[src/mesh_stop_event_defines.vh]
// Event codes, unit-mask bit positions and widths for the mesh stop event selector.
// Assumes the includer uses these as plain constants; no logic lives here.
`ifndef MESH_STOP_EVENT_DEFINES_VH
`define MESH_STOP_EVENT_DEFINES_VH

`define EVT_INGRESS_OCCUPANCY 8'hB0
`define EVT_INGRESS_ALLOC 8'hB1
`define EVT_INGRESS_CREDIT_STARVE 8'hB3
`define EVT_REQ_AG0_STALL 8'hD0
`define EVT_REQ_AG1_STALL 8'hD2
`define EVT_DATA_AG0_STALL 8'hD4
`define EVT_DATA_AG1_STALL 8'hD6
`define EVT_HORIZ_ALLOC 8'h95
`define EVT_HORIZ_FULL 8'h96
`define EVT_HORIZ_NONEMPTY 8'h97
`define EVT_HORIZ_DEADLOCK_SLOT 8'h9D
`define EVT_HORIZ_BYPASS 8'h9F

// Unit-mask bit positions within bits 15:8 (bit 0 here is EVENT_SEL bit 8)
`define UM_REQ_BNC 0
`define UM_ACK_BNC 1
`define UM_DATA_BNC 2
`define UM_SNOOP_BNC 3
`define UM_REQ_CRD 4
`define UM_DATA_CRD 6
`define UM_EXTRA_ACK_CRD 7

// Class mask of bits present in the deadlock-slot event (no snoop bounce)
`define UM_DEADLOCK_SLOT_MASK 8'h57
`define UM_CLASS_MASK 8'h5F
`define UM_STARVE_MASK 8'hDF
`define UM_TRANSGRESS_MASK 8'h3F

`define NUM_CLASSES 8
`define NUM_TRANSGRESS 6
`define OCC_WIDTH 6
`define INC_WIDTH 9

`endif

[src/mesh_stop_event_select.v]
// Event selection and qualification for one mesh stop's performance counter.
// Assumes all event inputs come from logic on REF_CLK; EVENT_SEL is stable software state.
// What this block does
// - Code 0xb1 counts ingress allocations, qualified by ring type and class mask.
// - Code 0xb0 adds ingress occupancy every cycle for selected classes.
// - Ingress events observe only the ingress queue fed from the mesh.
// - Ingress allocation and occupancy with bounce and credit both set for one ring add both contributions.
// - Code 0xd0 counts request agent0 credit stall cycles per selected transgress.
// - Code 0xd2 counts request agent1 credit stall cycles per transgress.
// - Code 0xd4 counts data agent0 credit stall cycles per transgress.
// - Code 0xd6 counts data agent1 credit stall cycles per transgress.
// - Stall events use mask bits 0 to 5 for transgress 0 to 5.
// - Code 0x9d counts deadlock-slot packets; no snoop bounce class.
// - Code 0x9f counts horizontal egress bypass packets by ring and class.
// - Code 0x96 counts cycles selected horizontal buffers are full.
// - Code 0x97 counts cycles selected horizontal buffers are not empty.
// - Code 0x95 counts horizontal buffer allocations; snoop bounce is mask bit 3.
// - Full, not-empty and insert events observe the horizontal egress queue.
// - Code 0xb3 counts credit starvation cycles; top mask bit is extra-ack credit.
// - Starvation counts OR of classes; extra-ack credit counts as ack ring.
`timescale 1ns/1ps
`include "mesh_stop_event_defines.vh"
module mesh_stop_event_select #(
  parameter OCC_W = `OCC_WIDTH,
  parameter CNT_W = 48
) (
  input wire REF_CLK, // Uncore clock
  input wire SYS_RST, // Synchronous reset, active high
  input wire [15:0] EVENT_SEL, // [7:0] event code, [15:8] unit mask
  input wire [7:0] INGRESS_ALLOC, // Ingress allocation per class this cycle
  input wire [8*OCC_W-1:0] INGRESS_OCC, // Ingress occupancy per class
  input wire [7:0] INGRESS_STARVE, // Ingress credit starvation per class
  input wire [5:0] REQ_AG0_STALL, // Request agent0 stall, per transgress
  input wire [5:0] REQ_AG1_STALL, // Request agent1 stall, per transgress
  input wire [5:0] DATA_AG0_STALL, // Data agent0 stall, per transgress
  input wire [5:0] DATA_AG1_STALL, // Data agent1 stall, per transgress
  input wire [7:0] HORIZ_SLOT_USED, // Deadlock-slot use per class
  input wire [7:0] HORIZ_BYPASS, // Horizontal egress bypass per class
  input wire [7:0] HORIZ_FULL, // Horizontal buffer full per class
  input wire [7:0] HORIZ_NONEMPTY, // Horizontal buffer not empty per class
  input wire [7:0] HORIZ_ALLOC, // Horizontal buffer allocation per class
  input wire CNT_CLEAR, // Clears the event count
  output reg [CNT_W-1:0] EVENT_COUNT, // Accumulated event count
  output reg [8:0] EVENT_INC, // Increment applied last cycle
  output reg EVENT_HIT // Event qualified last cycle
);
  localparam IW = `INC_WIDTH;
  wire [7:0] code = EVENT_SEL[7:0];
  wire [7:0] umask = EVENT_SEL[15:8];

  // Single-bit class events widened so one summing module serves every event except the stall events
  function [8*OCC_W-1:0] widen;
    input [7:0] b;
    integer k;
    begin
      widen = {8*OCC_W{1'b0}};
      for (k = 0; k < 8; k = k + 1)
        widen[k*OCC_W] = b[k];
    end
  endfunction

  reg [8*OCC_W-1:0] vals;
  reg [7:0] sel;
  reg use_or;
  reg code_ok;
  reg is_stall;
  reg [5:0] stall_hits;
  wire [IW-1:0] sum;
  wire any;

  // Named class selects; mask bit 5 names no class in these events
  wire request_bounce_sel = umask[`UM_REQ_BNC];
  wire ack_bounce_sel = umask[`UM_ACK_BNC];
  wire data_bounce_sel = umask[`UM_DATA_BNC];
  wire snoop_bounce_sel = umask[`UM_SNOOP_BNC];
  wire request_credit_sel = umask[`UM_REQ_CRD];
  wire data_credit_sel = umask[`UM_DATA_CRD];
  wire extra_ack_credit_sel = umask[`UM_EXTRA_ACK_CRD];

  // Per-event class vectors built from the named selects
  reg [7:0] ring_cls;
  reg [7:0] slot_cls;
  reg [7:0] starve_cls;
  always @* begin
    ring_cls = 8'h00;
    ring_cls[`UM_REQ_BNC] = request_bounce_sel;
    ring_cls[`UM_ACK_BNC] = ack_bounce_sel;
    ring_cls[`UM_DATA_BNC] = data_bounce_sel;
    ring_cls[`UM_SNOOP_BNC] = snoop_bounce_sel;
    ring_cls[`UM_REQ_CRD] = request_credit_sel;
    ring_cls[`UM_DATA_CRD] = data_credit_sel;
    ring_cls = ring_cls & `UM_CLASS_MASK;
    // The anti-deadlock slot has no snoop-ring bounce class
    slot_cls = ring_cls & `UM_DEADLOCK_SLOT_MASK;
    // Extra-ack credit exists for starvation only and joins the ack ring there
    starve_cls = ring_cls;
    starve_cls[`UM_EXTRA_ACK_CRD] = extra_ack_credit_sel;
    starve_cls = starve_cls & `UM_STARVE_MASK;
  end

  always @* begin
    vals = {8*OCC_W{1'b0}};
    sel = 8'h00;
    use_or = 1'b0;
    code_ok = 1'b1;
    is_stall = 1'b0;
    stall_hits = 6'h00;
    case (code)
      `EVT_INGRESS_ALLOC: begin
        vals = widen(INGRESS_ALLOC);
        sel = ring_cls;
      end
      `EVT_INGRESS_OCCUPANCY: begin
        vals = INGRESS_OCC;
        sel = ring_cls;
      end
      `EVT_INGRESS_CREDIT_STARVE: begin
        vals = widen(INGRESS_STARVE);
        sel = starve_cls;
        use_or = 1'b1;
      end
      // Stall events ignore ring classes; mask bits 5:0 pick transgresses
      `EVT_REQ_AG0_STALL: begin
        is_stall = 1'b1;
        stall_hits = REQ_AG0_STALL & umask[5:0];
      end
      `EVT_REQ_AG1_STALL: begin
        is_stall = 1'b1;
        stall_hits = REQ_AG1_STALL & umask[5:0];
      end
      `EVT_DATA_AG0_STALL: begin
        is_stall = 1'b1;
        stall_hits = DATA_AG0_STALL & umask[5:0];
      end
      `EVT_DATA_AG1_STALL: begin
        is_stall = 1'b1;
        stall_hits = DATA_AG1_STALL & umask[5:0];
      end
      `EVT_HORIZ_DEADLOCK_SLOT: begin
        vals = widen(HORIZ_SLOT_USED);
        sel = slot_cls;
      end
      `EVT_HORIZ_BYPASS: begin
        vals = widen(HORIZ_BYPASS);
        sel = ring_cls;
      end
      `EVT_HORIZ_FULL: begin
        // Cycle event: one count per cycle however many classes are full
        vals = widen(HORIZ_FULL);
        sel = ring_cls;
        use_or = 1'b1;
      end
      `EVT_HORIZ_NONEMPTY: begin
        // Cycle event like full: at most one count per cycle
        vals = widen(HORIZ_NONEMPTY);
        sel = ring_cls;
        use_or = 1'b1;
      end
      `EVT_HORIZ_ALLOC: begin
        vals = widen(HORIZ_ALLOC);
        sel = ring_cls;
      end
      default: begin
        // Codes outside this block, vertical events included, count nothing
        code_ok = 1'b0;
      end
    endcase
  end

  // One shared summer; OR events read its any flag instead of the sum
  class_accum #(.N(8), .W(OCC_W), .OW(IW)) u_accum (
    .vals(vals),
    .sel(sel),
    .sum(sum),
    .any(any)
  );

  // One count per selected transgress in stall, so up to six per cycle
  function [IW-1:0] count_stalls;
    input [`NUM_TRANSGRESS-1:0] h;
    integer j;
    begin
      count_stalls = {IW{1'b0}};
      for (j = 0; j < `NUM_TRANSGRESS; j = j + 1)
        count_stalls = count_stalls + {{(IW-1){1'b0}}, h[j]};
    end
  endfunction

  reg [IW-1:0] nxt_inc;
  always @* begin
    // Stall, OR and sum paths are exclusive by event code
    nxt_inc = {IW{1'b0}};
    if (!code_ok) begin
      nxt_inc = {IW{1'b0}};
    end else if (is_stall) begin
      nxt_inc = count_stalls(stall_hits);
    end else if (use_or) begin
      nxt_inc = {{(IW-1){1'b0}}, any};
    end else begin
      // Both classes of one ring add up; several rings would sum as well
      nxt_inc = sum;
    end
  end

  // Clear beats a same-cycle increment, so a read after clear is a true zero
  always @(posedge REF_CLK) begin
    if (SYS_RST) begin
      EVENT_COUNT <= {CNT_W{1'b0}};
      EVENT_INC <= 9'h000;
      EVENT_HIT <= 1'b0;
    end else begin
      EVENT_INC <= nxt_inc;
      EVENT_HIT <= |nxt_inc;
      if (CNT_CLEAR)
        EVENT_COUNT <= {CNT_W{1'b0}};
      else
        EVENT_COUNT <= EVENT_COUNT + {{(CNT_W-IW){1'b0}}, nxt_inc};
    end
  end
endmodule // mesh_stop_event_select

[src/class_accum.v]
// Qualified sum of per-class contributions under a unit-mask.
// Assumes the caller drives it from one REF_CLK domain; it holds no state itself.
`timescale 1ns/1ps
module class_accum #(
  parameter N = 8,
  parameter W = 6,
  parameter OW = 9
) (
  input wire [N*W-1:0] vals, // Per-class values, class 0 in low bits
  input wire [N-1:0] sel, // Enabled classes
  output reg [OW-1:0] sum, // Sum of enabled class values
  output reg any // Some enabled class has a nonzero value
);
  integer i;
  always @* begin
    sum = {OW{1'b0}};
    any = 1'b0;
    for (i = 0; i < N; i = i + 1) begin
      if (sel[i]) begin
        sum = sum + {{(OW-W){1'b0}}, vals[i*W +: W]};
        any = any | (|vals[i*W +: W]);
      end
    end
  end
endmodule // class_accum

[config.mk]
export PLATFORM = sky130hd
export DESIGN_NAME = mesh_stop_event_select
export DESIGN_NICKNAME = d
export VERILOG_FILES = /design/src/mesh_stop_event_select.v /design/src/class_accum.v
export VERILOG_INCLUDE_DIRS = /design/src
export SDC_FILE = /design/constraint.sdc
export NUM_CORES = 1
export LEC_CHECK = 0
export BUFFER_PORTS_ARGS = -buffer_cell sky130_fd_sc_hd__buf_4
export CAP_MARGIN = 20
export CORE_MARGIN = 2
export CORE_UTILIZATION = 49
export CTS_BUF_LIST = sky130_fd_sc_hd__clkbuf_4 sky130_fd_sc_hd__clkbuf_8
export DETAILED_ROUTE_END_ITERATION = 7
export PLACE_DENSITY = 0.91
export SLEW_MARGIN = 0
export SYNTH_ARGS = -nofsm -noshare
export SYNTH_HDL_FRONTEND = slang
export SYNTH_SLANG_ARGS = --single-unit
export TNS_END_PERCENT = 30
[constraint.sdc]
create_clock -name REF_CLK -period 10.9 [get_ports REF_CLK]
set_clock_uncertainty 0.2 [all_clocks]
set_input_delay 2.18 -clock REF_CLK [delete_from_list [all_inputs] [get_ports REF_CLK]]
set_output_delay 2.18 -clock REF_CLK [all_outputs]
set_load 0.02 [all_outputs]
==> results.txt <==
Hpwl dp - 16,300 um
Final Util - 66.9%
Initial Utilization - 50.4%
Max_cap viols - 0
DIE AREA - 14,000 um^2
# rows - 41
Critical Path Sink - EVENT_COUNT[23]$_SDFF_PP0_
Synth area leaders - dfxtp_1, ha_1, nor2_1
# diodes - 0
Crit path time final - 10.54 ns
Critical-path top delay cell - or4_1
Total number of vias - 7,231
Antenna viol nets, final - 0
CTS Buf Count - 9
Clk pwr share - 40.4%
Max-slew violation count - 0
Pwr dens - 59.8 nW/um^2
Most frequent cells in the layout - buf_4, nor2_1, dfxtp_1, nand2_1, a21oi_1
Clock tree buffer depth - 2
Final Hold Viols - 0
H-tree level count - 3
WL final - 21,000 um
Grt met3 use - 7.82%
CP max stage delay - 0.53 ns
Mean Syn Cell Area - 7.77 um^2
Most used DFF post-synth - dfxtp_1
Fmax - 94.9 MHz
Clk slew on worst S/H paths - 0.07 ns
First-pass iteration count of the detailed router - 5
DRT iter0 DRCs - 481
Initial antenna violation count - 0
Combinational share of power - 17.9%
Largest net degree at the start of global routing - 47
CTS Sinks - 58
Core footprint - 12,700 um^2
Yosys top cell area share - 18.1%
Synth-to-layout area growth - 32.8%
Async set or reset register ratio after synthesis - 0%
IO buf count - 186
Worst-Skew Late Latency - 0.35 ns
R2r setup slk - 7.74 ns
Crit path arrival time - 10.61 ns
Leak - 3.65 nW
Critical Path Source Type - input port
Crit path max fanout - 34
Worst reg-to-reg path cell count - 8
Internal power - 0.000369 W
Layout cells sized above 1 - 30.3%
CTS tree - yes
Synth Instances - 825
Storage element area - 1160 um^2
Die height - 118 um
Congestion Overflow GR - 0
Commonest non-fill, non-tap cell in the layout - buf_4
Final RePlAce weighted congestion - 0.987
Peak supply drop - 0.0743 mV
Syn Nets - 1,022
Beginning of the worst register-to-register path - EVENT_COUNT[20]$_SDFF_PP0_
Distinct cells, synth - 91
Cell repeated most along the worst path - fa_1
Nets - 1,211
Post-route DRC - 0
Crit path from - EVENT_SEL[3]
Global Route Usage Sum - 28.9%
Yosys reg bits - 58
Global-route wire length before repair - 33,300 um
Gr busiest metal - met2
Number of I/O pins - 205
Wire length per cell - 17.6 um
Hold Path Class - reg2reg
Final worst path period share - 96.7%
Via/cell ratio - 6.07
Sw Ratio - 27.6%
Number of global-route vias before repair - 6,961
Final setup viols - 0
Outcome - finished, final reports clean
Placed insts - 1,169
Slew @ Worst Pin - 1.08 ns
Slew headroom - 27.8%
Seq/Total Area, Yosys - 18.1%
Multi-input logic area - 5120 um^2
FF-to-FF End - EVENT_COUNT[45]$_SDFF_PP0_
Synth area leader - dfxtp_1
Ys Warns - 0
Die X-Extent - 118 um
CTS root buf - clkbuf_8
# hold bufs at CTS - 0
Non-filler cells, final - 1,191
Psw - 0.000140 W
Crit end category - flip-flop
Mapped Area - 6410 um^2
Routing usage on met1 - 31.8%
Met2 GRT Util - 51.1%
Filler cell count - 1,010
Post-synth EDFFs - 0
Sequential Power Share - 41.7%
Crit Path Class - in2reg
Req. time, crit path - 10.97 ns
cells in the mapped netlist, types with 20 or more instances:
cell type,n
or4_1,20
and2_1,35
ha_1,41
a21oi_1,45
nor3_1,21
inv_1,42
dfxtp_1,58
nand2_1,59
clkbuf_1,24
o21ai_0,37
xnor2_1,29
nor2_1,79
timing repair:
item,CTS,global route
buffers inserted,0,6
gates resized for setup,0,41
endpoints found under the setup margin,0,38
stage by stage:
| step | setup WS, ns | TNS [ns] | cell area (um^2) | hold WS (ns) | power, W |
|---|---|---|---|---|---|
| global route | -0.115 | -0.715 | 8520 | 0.332 | 0.000527 |
| global placement | 0.115 | 0 | 8070 | 0.264 | 0.000304 |
| finish | 0.360 | 0 | 8520 | 0.300 | 0.000509 |
| floorplan | 0.347 | 0 | 6410 | 0.351 | 0.000255 |
| detailed placement | -0.119 | -0.250 | 8070 | 0.285 | 0.000305 |
| CTS | 0.199 | 0 | 8270 | 0.301 | 0.000509 |
routing by layer:
layer	up-vias	share of wire [%]
li1	3443	-
met1	3358	38
met2	363	48
met3	67	8.6
met4	0	4.9
met5	-	0
worst max-delay path: cells and delay by family:
| kind | cells | cell delay [ns] |
|---|---|---|
| and+or+nand+nor | 15 | 2.91 |
| xor gates and xnor gates | 1 | 0.30 |
| muxes | 1 | 0.20 |
| adders and majority gates | 7 | 2.60 |
| buffers and inverters | 6 | 0.70 |
| AOI/OAI and AO/OA | 11 | 1.73 |
flip-flops by register name (all words and copies together) (netlist names):
signal / flops
EVENT_HIT: 1
EVENT_INC: 9
EVENT_COUNT: 48
area by class of cell:
type / count / area share, %
clock buffer: 9 / 1.45
clock inverter: 7 / 0.911
inverter: 42 / 1.85
multi-input combinational: 685 / 60.1
sequential: 58 / 13.6
tap: 172 / 2.53
timing repair buffer: 218 / 19.5
power groups by stage:
| stage | sequential [W] | clock, W | combinational, W |
|---|---|---|---|
| final | 0.000212 | 0.000206 | 0.0000912 |
| after global routing | 0.000212 | 0.000218 | 0.0000970 |
| after CTS | 0.000212 | 0.000208 | 0.0000887 |
| after detailed placement | 0.000217 | 0 | 0.0000881 |
| after global placement | 0.000217 | 0 | 0.0000870 |
| after floorplan | 0.000217 | 0 | 0.0000380 |
cells by family after synthesis:
family	after synthesis	share of synthesized area [%]
AOI/OAI and AO/OA	248	28.1
xor gates and xnor gates	38	5.41
adders and majority gates	50	10.8
buffers and inverters	82	5.11
DFF	58	18.1
muxes	27	5.50
and+or+nand+nor	322	27.0
worst min-delay path by stage:
stage / start / to / slack, ns / cells after the start
detailed placement: EVENT_COUNT[47]$_SDFF_PP0_ / EVENT_COUNT[47]$_SDFF_PP0_ / 0.28 / 2
CTS: EVENT_COUNT[25]$_SDFF_PP0_ / EVENT_COUNT[25]$_SDFF_PP0_ / 0.30 / 2
global placement: EVENT_COUNT[47]$_SDFF_PP0_ / EVENT_COUNT[47]$_SDFF_PP0_ / 0.26 / 2
finish: EVENT_COUNT[25]$_SDFF_PP0_ / EVENT_COUNT[25]$_SDFF_PP0_ / 0.30 / 2
global route: EVENT_COUNT[25]$_SDFF_PP0_ / EVENT_COUNT[25]$_SDFF_PP0_ / 0.33 / 2
floorplan: EVENT_COUNT[47]$_SDFF_PP0_ / EVENT_COUNT[47]$_SDFF_PP0_ / 0.35 / 2
(Power assumes the default switching activity.)
